===== src/status_pkg.sv =====
/*
 Shared constants for the operation and questionable status structures:
 register selectors, bit positions, preset values and masks of used bits.
 Assumes a single clock domain and a simple command port in the top module.
*/
package status_pkg;
   localparam int unsigned WIDTH = 16;

   // Register selectors on the command port
   localparam logic [3:0] SEL_EVENT      = 4'h0;
   localparam logic [3:0] SEL_CONDITION  = 4'h1;
   localparam logic [3:0] SEL_RISE       = 4'h2;
   localparam logic [3:0] SEL_FALL       = 4'h3;
   localparam logic [3:0] SEL_SUMMARY    = 4'h4;
   localparam logic [3:0] SEL_QUEUE_RISE = 4'h5;
   localparam logic [3:0] SEL_QUEUE_FALL = 4'h6;

   // Structure selector
   localparam logic STRUCT_OPERATION    = 1'b0;
   localparam logic STRUCT_QUESTIONABLE = 1'b1;

   // Operation bit positions
   localparam int unsigned OP_CALIBRATING = 0;
   localparam int unsigned OP_MEASURING   = 4;
   localparam int unsigned OP_WAIT_TRIG   = 5;
   localparam int unsigned OP_WAIT_ARM    = 6;
   localparam int unsigned OP_TESTING     = 8;
   localparam int unsigned OP_PROBE_FIRST = 9;

   // Questionable bit positions
   localparam int unsigned QS_TIME        = 2;
   localparam int unsigned QS_CALIBRATION = 8;
   localparam int unsigned QS_CALC_FIRST  = 9;

   localparam int unsigned PROBE_COUNT = 4;

   // Used bits of each structure
   localparam logic [15:0] OP_USED_MASK   = 16'h1F71;
   localparam logic [15:0] QS_USED_MASK_A = 16'h1F04;
   localparam logic [15:0] QS_USED_MASK_B = 16'h1F00;

   // Preset and reset values
   localparam logic [15:0] RISE_PRESET  = 16'hFFFF;
   localparam logic [15:0] FALL_PRESET  = 16'h0000;
   localparam logic [15:0] MASK_PRESET  = 16'h0000;
   localparam logic [15:0] EVENT_RESET  = 16'h0000;

   // Status byte summary bit positions
   localparam int unsigned STB_OPERATION    = 7;
   localparam int unsigned STB_QUESTIONABLE = 3;
endpackage


===== src/operation_questionable_status.sv =====
/*
 Operation and questionable status structures with a command port.
 Assumes activity lines come from logic on sys_clk; the host side decodes
 queries into one-cycle read and write strobes.
*/
`timescale 1ns/1ps
`default_nettype none
module operation_questionable_status #(
   // Arbitrary default; selects the variant with the time bit
   parameter bit HAS_TIME_QUESTIONABLE = 1'b1
) (
   input  wire logic        sys_clk,
   input  wire logic        rst_n,
   input  wire logic        calibrating,
   input  wire logic        measuring,
   input  wire logic        waiting_trigger,
   input  wire logic        waiting_arm,
   input  wire logic        self_testing,
   input  wire logic [3:0]  probe_attached,
   input  wire logic        time_questionable,
   input  wire logic        calibration_needed,
   input  wire logic [3:0]  calculation_range_fault,
   input  wire logic        status_preset,
   input  wire logic        cmd_write,
   input  wire logic        cmd_read,
   input  wire logic        cmd_struct,
   input  wire logic [3:0]  cmd_sel,
   input  wire logic [15:0] cmd_wdata,
   output logic      [15:0] rd_data,
   output logic             rd_valid,
   output logic             operation_summary,
   output logic             questionable_summary,
   output logic             operation_queue_post,
   output logic             questionable_queue_post
);
   logic [15:0] op_condition_in;
   logic [15:0] qs_condition_in;
   logic [15:0] qs_used;
   logic [15:0] op_words [7];
   logic [15:0] qs_words [7];
   logic        op_summary_w;
   logic        qs_summary_w;
   logic        op_queue_w;
   logic        qs_queue_w;
   logic        op_wr;
   logic        qs_wr;
   logic        op_ev_read;
   logic        qs_ev_read;
   logic [15:0] rd_next;

   status_condition_map u_map (
      .calibrating     (calibrating),
      .measuring       (measuring),
      .waiting_trigger (waiting_trigger),
      .waiting_arm     (waiting_arm),
      .self_testing    (self_testing),
      .probe_attached  (probe_attached),
      .condition       (op_condition_in)
   );

   // Variant without the time bit keeps bit 2 unused
   assign qs_used = HAS_TIME_QUESTIONABLE ? status_pkg::QS_USED_MASK_A : status_pkg::QS_USED_MASK_B;

   always_comb begin
      qs_condition_in = 16'h0000;
      qs_condition_in[status_pkg::QS_TIME]        = time_questionable;
      qs_condition_in[status_pkg::QS_CALIBRATION] = calibration_needed;
      qs_condition_in[status_pkg::QS_CALC_FIRST +: status_pkg::PROBE_COUNT] = calculation_range_fault;
   end

   assign op_wr      = cmd_write && (cmd_struct == status_pkg::STRUCT_OPERATION);
   assign qs_wr      = cmd_write && (cmd_struct == status_pkg::STRUCT_QUESTIONABLE);
   // Only event selector reads have a side effect
   assign op_ev_read = cmd_read && (cmd_struct == status_pkg::STRUCT_OPERATION)
                       && (cmd_sel == status_pkg::SEL_EVENT);
   assign qs_ev_read = cmd_read && (cmd_struct == status_pkg::STRUCT_QUESTIONABLE)
                       && (cmd_sel == status_pkg::SEL_EVENT);

   status_structure u_operation (
      .sys_clk         (sys_clk),
      .rst_n           (rst_n),
      .used_mask       (status_pkg::OP_USED_MASK),
      .condition_in    (op_condition_in),
      .preset          (status_preset),
      .wr_en           (op_wr),
      .sel             (cmd_sel),
      .wr_data         (cmd_wdata),
      .event_read      (op_ev_read),
      .event_word      (op_words[0]),
      .condition_word  (op_words[1]),
      .rise_word       (op_words[2]),
      .fall_word       (op_words[3]),
      .summary_word    (op_words[4]),
      .queue_rise_word (op_words[5]),
      .queue_fall_word (op_words[6]),
      .summary_bit     (op_summary_w),
      .queue_post      (op_queue_w)
   );

   status_structure u_questionable (
      .sys_clk         (sys_clk),
      .rst_n           (rst_n),
      .used_mask       (qs_used),
      .condition_in    (qs_condition_in),
      .preset          (status_preset),
      .wr_en           (qs_wr),
      .sel             (cmd_sel),
      .wr_data         (cmd_wdata),
      .event_read      (qs_ev_read),
      .event_word      (qs_words[0]),
      .condition_word  (qs_words[1]),
      .rise_word       (qs_words[2]),
      .fall_word       (qs_words[3]),
      .summary_word    (qs_words[4]),
      .queue_rise_word (qs_words[5]),
      .queue_fall_word (qs_words[6]),
      .summary_bit     (qs_summary_w),
      .queue_post      (qs_queue_w)
   );

   // Unknown selectors read zero
   always_comb begin
      rd_next = 16'h0000;
      if (cmd_sel < 4'h7) begin
         if (cmd_struct == status_pkg::STRUCT_OPERATION) begin
            rd_next = op_words[cmd_sel[2:0]];
         end else begin
            rd_next = qs_words[cmd_sel[2:0]];
         end
      end
   end

   always_ff @(posedge sys_clk or negedge rst_n) begin
      if (!rst_n) begin
         rd_data  <= 16'h0000;
         rd_valid <= 1'b0;
      end else begin
         rd_valid <= cmd_read;
         if (cmd_read) begin
            rd_data <= rd_next;
         end
      end
   end

   // Summary bits one stage late so outputs come from flops
   always_ff @(posedge sys_clk or negedge rst_n) begin
      if (!rst_n) begin
         operation_summary       <= 1'b0;
         questionable_summary    <= 1'b0;
         operation_queue_post    <= 1'b0;
         questionable_queue_post <= 1'b0;
      end else begin
         operation_summary       <= op_summary_w;
         questionable_summary    <= qs_summary_w;
         operation_queue_post    <= op_queue_w;
         questionable_queue_post <= qs_queue_w;
      end
   end

   a_op_summary: assert property (@(posedge sys_clk) disable iff (!rst_n)
      ((op_words[0] & op_words[4]) != 16'h0000) |-> ##2 operation_summary)
      else $error("Operation summary missing");
   a_qs_summary: assert property (@(posedge sys_clk) disable iff (!rst_n)
      ((qs_words[0] & qs_words[4]) == 16'h0000) |-> ##2 !questionable_summary)
      else $error("Questionable summary spurious");
   a_read_return: assert property (@(posedge sys_clk) disable iff (!rst_n)
      op_ev_read |=> (rd_valid && rd_data == $past(op_words[0])))
      else $error("Operation read value wrong");
   a_cond_read: assert property (@(posedge sys_clk) disable iff (!rst_n)
      (cmd_read && cmd_struct == status_pkg::STRUCT_OPERATION && cmd_sel == status_pkg::SEL_CONDITION)
      |=> (rd_data == $past(op_words[1])))
      else $error("Condition read wrong");
   // Checked on both variants, so the default build exercises it too
   a_qs_bit_two: assert property (@(posedge sys_clk) disable iff (!rst_n)
      1'b1 |=> (qs_words[1][status_pkg::QS_TIME] == (HAS_TIME_QUESTIONABLE && $past(time_questionable))))
      else $error("Time bit wrong for variant");
endmodule // operation_questionable_status
`default_nettype wire


===== src/status_condition_map.sv =====
/*
 Builds the operation condition word from individual activity lines.
 Assumes all inputs are already synchronous to sys_clk.
*/
`timescale 1ns/1ps
`default_nettype none
module status_condition_map (
   input  wire logic        calibrating,
   input  wire logic        measuring,
   input  wire logic        waiting_trigger,
   input  wire logic        waiting_arm,
   input  wire logic        self_testing,
   input  wire logic [3:0]  probe_attached,
   output logic      [15:0] condition
);
   always_comb begin
      condition = 16'h0000;
      condition[status_pkg::OP_CALIBRATING] = calibrating;
      condition[status_pkg::OP_TESTING]     = self_testing;
      condition[status_pkg::OP_MEASURING]   = measuring;
      condition[status_pkg::OP_WAIT_TRIG]   = waiting_trigger;
      condition[status_pkg::OP_WAIT_ARM]    = waiting_arm;
      condition[status_pkg::OP_PROBE_FIRST +: status_pkg::PROBE_COUNT] = probe_attached;
   end
endmodule // status_condition_map
`default_nettype wire


===== src/status_structure.sv =====
/*
 One event reporting structure: condition, filters, sticky event word,
 summary mask and queue masks. Assumes synchronous condition input.
*/
`timescale 1ns/1ps
`default_nettype none
module status_structure (
   input  wire logic        sys_clk,
   input  wire logic        rst_n,
   input  wire logic [15:0] used_mask,
   input  wire logic [15:0] condition_in,
   input  wire logic        preset,
   input  wire logic        wr_en,
   input  wire logic [3:0]  sel,
   input  wire logic [15:0] wr_data,
   input  wire logic        event_read,
   output logic      [15:0] event_word,
   output logic      [15:0] condition_word,
   output logic      [15:0] rise_word,
   output logic      [15:0] fall_word,
   output logic      [15:0] summary_word,
   output logic      [15:0] queue_rise_word,
   output logic      [15:0] queue_fall_word,
   output logic             summary_bit,
   output logic             queue_post
);
   logic [15:0] cond_prev_reg;
   logic [15:0] cond_reg;
   logic [15:0] event_reg;
   logic [15:0] rise_reg;
   logic [15:0] fall_reg;
   logic [15:0] summary_reg;
   logic [15:0] queue_rise_reg;
   logic [15:0] queue_fall_reg;
   logic [15:0] rose;
   logic [15:0] fell;
   logic [15:0] latch_set;

   always_ff @(posedge sys_clk or negedge rst_n) begin
      if (!rst_n) begin
         cond_reg      <= 16'h0000;
         cond_prev_reg <= 16'h0000;
      end else begin
         cond_reg      <= condition_in & used_mask;
         cond_prev_reg <= cond_reg;
      end
   end

   assign rose      = cond_reg & ~cond_prev_reg;
   assign fell      = ~cond_reg & cond_prev_reg;
   assign latch_set = ((rose & rise_reg) | (fell & fall_reg)) & used_mask;

   // New edges win over the clearing read so no event is lost
   always_ff @(posedge sys_clk or negedge rst_n) begin
      if (!rst_n) begin
         event_reg <= status_pkg::EVENT_RESET;
      end else if (event_read) begin
         event_reg <= latch_set;
      end else begin
         event_reg <= event_reg | latch_set;
      end
   end

   // Preset touches masks only, never event or condition
   always_ff @(posedge sys_clk or negedge rst_n) begin
      if (!rst_n) begin
         rise_reg       <= status_pkg::RISE_PRESET;
         fall_reg       <= status_pkg::FALL_PRESET;
         summary_reg    <= status_pkg::MASK_PRESET;
         queue_rise_reg <= status_pkg::MASK_PRESET;
         queue_fall_reg <= status_pkg::MASK_PRESET;
      end else if (preset) begin
         rise_reg       <= status_pkg::RISE_PRESET;
         fall_reg       <= status_pkg::FALL_PRESET;
         summary_reg    <= status_pkg::MASK_PRESET;
         queue_rise_reg <= status_pkg::MASK_PRESET;
         queue_fall_reg <= status_pkg::MASK_PRESET;
      end else if (wr_en) begin
         if (sel == status_pkg::SEL_RISE) begin
            rise_reg <= wr_data;
         end else if (sel == status_pkg::SEL_FALL) begin
            fall_reg <= wr_data;
         end else if (sel == status_pkg::SEL_SUMMARY) begin
            summary_reg <= wr_data;
         end else if (sel == status_pkg::SEL_QUEUE_RISE) begin
            queue_rise_reg <= wr_data;
         end else if (sel == status_pkg::SEL_QUEUE_FALL) begin
            queue_fall_reg <= wr_data;
         end
      end
   end

   always_ff @(posedge sys_clk or negedge rst_n) begin
      if (!rst_n) begin
         summary_bit <= 1'b0;
         queue_post  <= 1'b0;
      end else begin
         summary_bit <= |(event_reg & summary_reg & used_mask);
         queue_post  <= |(((rose & queue_rise_reg) | (fell & queue_fall_reg)) & used_mask);
      end
   end

   assign event_word      = event_reg;
   assign condition_word  = cond_reg;
   assign rise_word       = rise_reg;
   assign fall_word       = fall_reg;
   assign summary_word    = summary_reg;
   assign queue_rise_word = queue_rise_reg;
   assign queue_fall_word = queue_fall_reg;

   a_edge_latches: assert property (@(posedge sys_clk) disable iff (!rst_n)
      (latch_set != 16'h0000) |=> ((event_reg & $past(latch_set)) == $past(latch_set)))
      else $error("Filtered edge not latched");
   a_sticky_hold: assert property (@(posedge sys_clk) disable iff (!rst_n)
      (!event_read && !preset) |=> ((event_reg & $past(event_reg)) == $past(event_reg)))
      else $error("Latched bit dropped without read");
   a_read_clears: assert property (@(posedge sys_clk) disable iff (!rst_n)
      event_read |=> (event_reg == $past(latch_set)))
      else $error("Event read did not clear");
   a_preset_masks: assert property (@(posedge sys_clk) disable iff (!rst_n)
      preset |=> (rise_reg == 16'hFFFF && fall_reg == 16'h0000 && summary_reg == 16'h0000
                  && queue_rise_reg == 16'h0000 && queue_fall_reg == 16'h0000))
      else $error("Preset mask values wrong");
   a_preset_keeps: assert property (@(posedge sys_clk) disable iff (!rst_n)
      (preset && !event_read && latch_set == 16'h0000) |=> $stable(event_reg))
      else $error("Preset altered event word");
   a_unused_zero: assert property (@(posedge sys_clk) disable iff (!rst_n)
      ((event_reg | cond_reg) & ~used_mask) == 16'h0000)
      else $error("Unused bit set");
   a_summary_follows: assert property (@(posedge sys_clk) disable iff (!rst_n)
      ##1 summary_bit == |($past(event_reg) & $past(summary_reg) & used_mask))
      else $error("Summary bit mismatch");
   a_queue_rise: assert property (@(posedge sys_clk) disable iff (!rst_n)
      ((rose & queue_rise_reg & used_mask) != 16'h0000) |=> queue_post)
      else $error("Rising edge not posted");
   a_queue_fall: assert property (@(posedge sys_clk) disable iff (!rst_n)
      ((fell & queue_fall_reg & used_mask) != 16'h0000) |=> queue_post)
      else $error("Falling edge not posted");
endmodule // status_structure
`default_nettype wire


===== config.mk =====
export PLATFORM = sky130hd
export DESIGN_NAME = operation_questionable_status
export DESIGN_NICKNAME = d
export VERILOG_FILES = /design/src/status_pkg.sv /design/src/operation_questionable_status.sv /design/src/status_condition_map.sv /design/src/status_structure.sv
export SDC_FILE = /design/constraint.sdc
export NUM_CORES = 1
export LEC_CHECK = 0
export ABC_CLOCK_PERIOD_IN_PS = 2210
export BUFFER_PORTS_ARGS = -buffer_cell sky130_fd_sc_hd__buf_2
export CORE_AREA = 2 2 192 213
export CTS_CLUSTER_DIAMETER = 30
export DETAILED_ROUTE_END_ITERATION = 7
export DIE_AREA = 0 0 194 215
export SYNTH_ARGS = -nofsm -noshare
export SYNTH_HDL_FRONTEND = slang
export SYNTH_SLANG_ARGS = --single-unit

===== constraint.sdc =====
create_clock -name sys_clk -period 2.21 [get_ports sys_clk]
set_input_delay 0.1105 -clock sys_clk [delete_from_list [all_inputs] [get_ports sys_clk]]
set_output_delay 0.1105 -clock sys_clk [all_outputs]
set_load 0.05 [all_outputs]

# ---- Word-level counts from Yosys, hierarchy flattened
# Cells that the tools add are included.
dict set report totals {
  wordCells 136
  regBits 247
  in_bits 41
  out_inout_bits 21
}
dict set report classes {
  eq_ne 9
  n_bitwise 26
  mux 45
  magnitude_cmp 2
  reduce_logical 28
}
# cell count
set ops {}
lappend ops {{2-to-1 mux 16 bit} 43}
lappend ops {{AND 13 bit} 14}
lappend ops {{binary-select mux 16 bit (select 3 bit)} 2}
lappend ops {{NOT 13 bit} 4}
lappend ops {{OR 13 bit} 4}
lappend ops {{OR 16 x 13 -> 16 bit} 2}
lappend ops {{OR reduction 9 bit} 2}
lappend ops {{nonzero test 2 bit} 7}
lappend ops {{== test 4 x 3 -> 1 bit, second input constant} 3}
lappend ops {{AND reduction 6 bit} 2}
lappend ops {{OR reduction 6 bit} 2}
lappend ops {{AND reduction 5 bit} 2}
lappend ops {{== test 4 x 2 -> 1 bit, second input constant} 2}
lappend ops {{!= test 2 bit, second input constant} 4}
lappend ops {{AND reduction 4 bit} 2}
lappend ops {{logical AND 1 bit} 6}
lappend ops {{AND reduction 3 bit} 2}
lappend ops {{greater-or-equal comparator 4 bit, second input constant} 1}
lappend ops {{logical NOT 4 bit} 1}
lappend ops {{less-than comparator 4 x 3 -> 1 bit, second input constant} 1}
lappend ops {{NOT 3 -> 4 bit} 1}
lappend ops {{AND reduction 2 bit} 2}
lappend ops {{NOT 1 bit} 1}

# ---- Longest topological paths before layout
dict set report logic_depth {
  word_depth 8
  depth_mapped 7
  mapped_depth_nobuf 4
}

# ---- Modules after synthesis
# From an unflattened synthesis, not the netlist that was laid out.
dict set report hier_totals {
  hier_cells 1345
  hier_area_um2 14000.9
}
# mod n_inst seq_area_each_um2 cells_per_inst area_each_um2
set modules_own_cells {}
lappend modules_own_cells {{status_structure (u_questionable)} 1 3273.1 518 5684.2}
lappend modules_own_cells {{status_structure (u_operation)} 1 3273.1 554 5545.3}
lappend modules_own_cells {operation_questionable_status 1 525.5 256 2647.5}
lappend modules_own_cells {status_condition_map 1 0.0 17 123.9}

# ---- Worst setup path before layout
# Ideal clock, no wire load.
dict set report synth_path {
  path_kind {register to register}
  start {register u_questionable.cond_reg[10] (netlist: u_questionable.condition_word[10])}
  end {register u_questionable.queue_post}
  setup_ns 0.131
  n_path_buf 0
  synth_period_minus_slack_ns 1.447
  required_time_ns 2.079
  arrival_ns 1.316
  path_stages_with_launch 5
  path_slack_ns 0.763
  cell_sequence {dfrtp_1 nand3b_1 o21ai_0 or4_1 or3_1}
}
dict set report synth_via {
  elab_chain_cells 5
  word_cells_on_any_way 7
  classes_between {bitwise (6); reduce/logical (1)}
}
# item line
set synth_rtl {}
lappend synth_rtl {{start, declared} status_structure.sv:28} ;# logic [15:0] cond_reg;
lappend synth_rtl {{start signal, assigned} status_structure.sv:44} ;# cond_reg <= condition_in & used_mask;
lappend synth_rtl {{NOT 13 bit} status_structure.sv:50} ;# assign fell = ~cond_reg & cond_prev_reg;
lappend synth_rtl {{AND 13 bit} status_structure.sv:50}
lappend synth_rtl {{AND 13 bit} status_structure.sv:99} ;# queue_post <= |(((rose & queue_rise_reg) | (fell & queue_fall_reg)) & used_mask);
lappend synth_rtl {{OR 13 bit (*)} status_structure.sv:99}
lappend synth_rtl {{OR reduction 6 bit (*)} status_structure.sv:99}
lappend synth_rtl {{end signal, assigned} status_structure.sv:99}
lappend synth_rtl {{end, declared} status_structure.sv:25} ;# output logic queue_post
# Mark *: on every way between the ends. The rest lies on a longest branch, timed or not.
# A chain may end at the register's enable or synchronous reset.

# ---- Final worst setup path
dict set report layout_path {
  start {register u_questionable.cond_reg[9] (netlist: u_questionable.condition_word[9])}
  end {register u_questionable.queue_post}
}
# Same word-level chain as after synthesis.

==> summary.txt <==
Outcome
  • Status: finished, final reports clean

Critical path
  • WP data required: 2610 ps
  • CP top delay family: simple AND/OR/NAND/NOR gates
  • Worst Path Max Fanout: 6
  • Crit path buf inv count: 0
  • CP Launch Point: u_questionable.condition_word[9]
  • Worst r2r src: u_questionable.condition_word[9]
  • Critical Path AT: 2000 ps
  • R2r setup slk: 610 ps
  • CP Depth: 4
  • Critical Path Max Stage Delay: 510 ps
  • Critical path, cell by cell: nand3b_1 > o21ai_0 > or4_1 > or3_1
  • R2r worst-path depth: 4
  • CP Launch Type: flip-flop
  • Worst setup EP type: flip-flop
  • Max stage delay cell, worst path: or4_1
  • Crit path kind: reg -> reg

Global route
  • Gr usage total: 13.9%
  • Grt total ovfl: 0
  • Met2 track demand over resource: 22.9%
  • GR peak layer: met2
  • GR Layer Usage met3: 2.92%
  • First-pass GRT wire length: 45700 um
  • Number of global-route vias before repair: 7857
  • GR met1 Demand/Resource: 17.8%
  • Largest net degree at the start of global routing: 68
  • Initial antenna violation count: 3

Clock tree
  • Post_cts resized: 0
  • Root Driver: clkbuf_16
  • CTS tree: yes
  • Clock transition time at the flip-flop clock pins of the worst setup and hold paths: 50 ps
  • Clock tree sinks: 230
  • Num CTS Buffers: 37
  • H-tree levels: 2
  • Clk buf depth: 3
  • Worst-Skew Late Latency: 530 ps

Detailed routing
  • Post-route ant nets: 0
  • WL final: 28600 um
  • 1st-iter DRT viols: 475
  • Vias/cell: 4.78
  • Drt wl/cell: 17.8 um
  • Vias: 7687
  • DRC: 0
  • Drt first pass iters: 6

Final layout
  • Core Util, Final: 32.4%
  • Final nets: 1106
  • Commonest cells after routing, fill and taps aside: nand2_1, dfrtp_1, o21ai_0
  • Share of cells above drive strength 1: 22.3%
  • Most common cell after layout, fill and taps aside: nand2_1
  • Area Growth Syn to Fin: 26.8%

Timing
  • Max Freq: 623 MHz
  • Sum Neg Setup Slack: 0 ps
  • Slew headroom: 54.4%
  • Fin crit period: 1600 ps
  • Clock Skews: 22.9 ps
  • Worst slew pin tran: 683 ps
  • Final Hold Viols: 0
  • Worst setup margin: 606 ps
  • RSZ-0062 raised after global routing: no
  • Max Slew Vio Count: 0
  • # setup viols final: 0
  • Final Cycle Share: 72.6%

Place
  • GP Congestion: 0.792
  • I/O Buffers: 61
  • Worst slack at placement: 299 ps
  • HPWL Detailed: 19600 um

Power and ir drop
  • Pleak: 0.00545 uW
  • Max rail drop VDD: 0.000424 V
  • Power density cells: 965 mW/mm^2

Synthesis
  • Mapped Cells: 960
  • Post-Syn Area per Cell: 10.6 um^2
  • Synth area leaders: dfrtp_1, o21ai_0, dfstp_2
  • Synth warnings: 0
  • Count of different cell masters after synthesis: 50
  • Ys async rst share: 100%
  • Share of the synthesized area in the top cell type: 48.9%
  • Synthesized cell area: 0.0101 mm^2
  • Post-synth EDFFs: 0
  • Cell taking the most area after synthesis: dfrtp_1
  • Ys flop type: dfrtp_1
  • Syn_nets: 1001
  • Post-synthesis sequential area ratio: 57.2%
  • Register bit total from synthesis: 230

Floorplanning
  • Full die area: 0.0417 mm^2
  • Core Rows: 77
  • Core ar.: 0.0397 mm^2
  • Chip height: 215 um
  • Initial Util: 25.5%
  • Die Width: 194 um
  • I/O pin count: 62

Job
  • Max-capacitance violation count: 0

Hold path
  • Min-delay worst type: in -> async
cells in the mapped netlist (all sizes together), types with 2 or more instances:
master and number:
nor2b 6, a211oi 6, o2bb2ai 16, nand2b 16
o21ai 178, o211ai 19, nor2 37, a222oi 7
o22ai 3, a21oi 5, a221o 10, a41oi 4
inv 2, nand4 2, nand3b 29, mux2 23
dfstp 32, mux2i 26, buf 27, nor4 2
nand3 5, mux4 15, nand2 216, a22o 2
a31oi 6, dfrtp 198, and2 2, clkbuf 35
a22oi 20
metal layers:
metal,vias to the layer above,routed length [um]
met1,3792,12500
li1,3653,-
met4,4,930
met3,62,1290
met5,-,24
met2,176,13900
per-stage QoR:
stage / hold WS [ps] / power [uW] / instances / area (um^2)
finish: 134 / 12400 / 1608 / 12900
global route: 141 / 12900 / 1607 / 12900
CTS: 126 / 12500 / 1607 / 12900
detailed placement: 90.9 / 6140 / 1506 / 11100
global placement: 99.2 / 6110 / 1506 / 11100
floorplan: -185 / 5620 / 960 / 10100
path summary, 6_finish.rpt:
check / endpoint
worst max-delay path: u_questionable.queue_post
worst min-delay path: u_operation.queue_fall_word[6]
worst max register to register: u_questionable.queue_post
worst min register to register: operation_summary
max in group asynchronous: u_operation.rise_word[9]
min in group sys_clk: rd_data[15]
cell families (layout without fill, tap and decap cells):
| kind of cell | after synthesis | after routing | share of synthesized area (%) |
|---|---|---|---|
| multiplexers | 64 | 64 | 8.49 |
| other | 0 | 1 | 0 |
| flip-flops | 230 | 230 | 57.2 |
| buffers and inverters | 64 | 198 | 3.17 |
| AO/OA/AOI/OAI | 279 | 279 | 16.9 |
| AND/OR/NAND/NOR | 323 | 323 | 14.2 |
final cells by class:
cell class | count | area, um^2
antenna | 1 | 2.50
tap | 513 | 642
fill | 3997 | 26800
clock inverter | 21 | 342
clock buffer | 47 | 1030
timing repair buffer | 128 | 963
sequential | 230 | 5800
inverter | 2 | 7.51
multi-input combinational | 666 | 4070
where the power goes:
group	switching (uW)	internal (uW)	total, uW
sequential	258	4600	4860
clock	2120	4170	6290
combinational	783	473	1260
total	3160	9250	12400
repair_timing:
| item | CTS | global route |
|---|---|---|
| buffers inserted | 0 | 0 |
| hold buffers | 33 | 0 |
| endpoints found under the hold margin | 123 | 0 |
(Power assumes the default switching activity.)
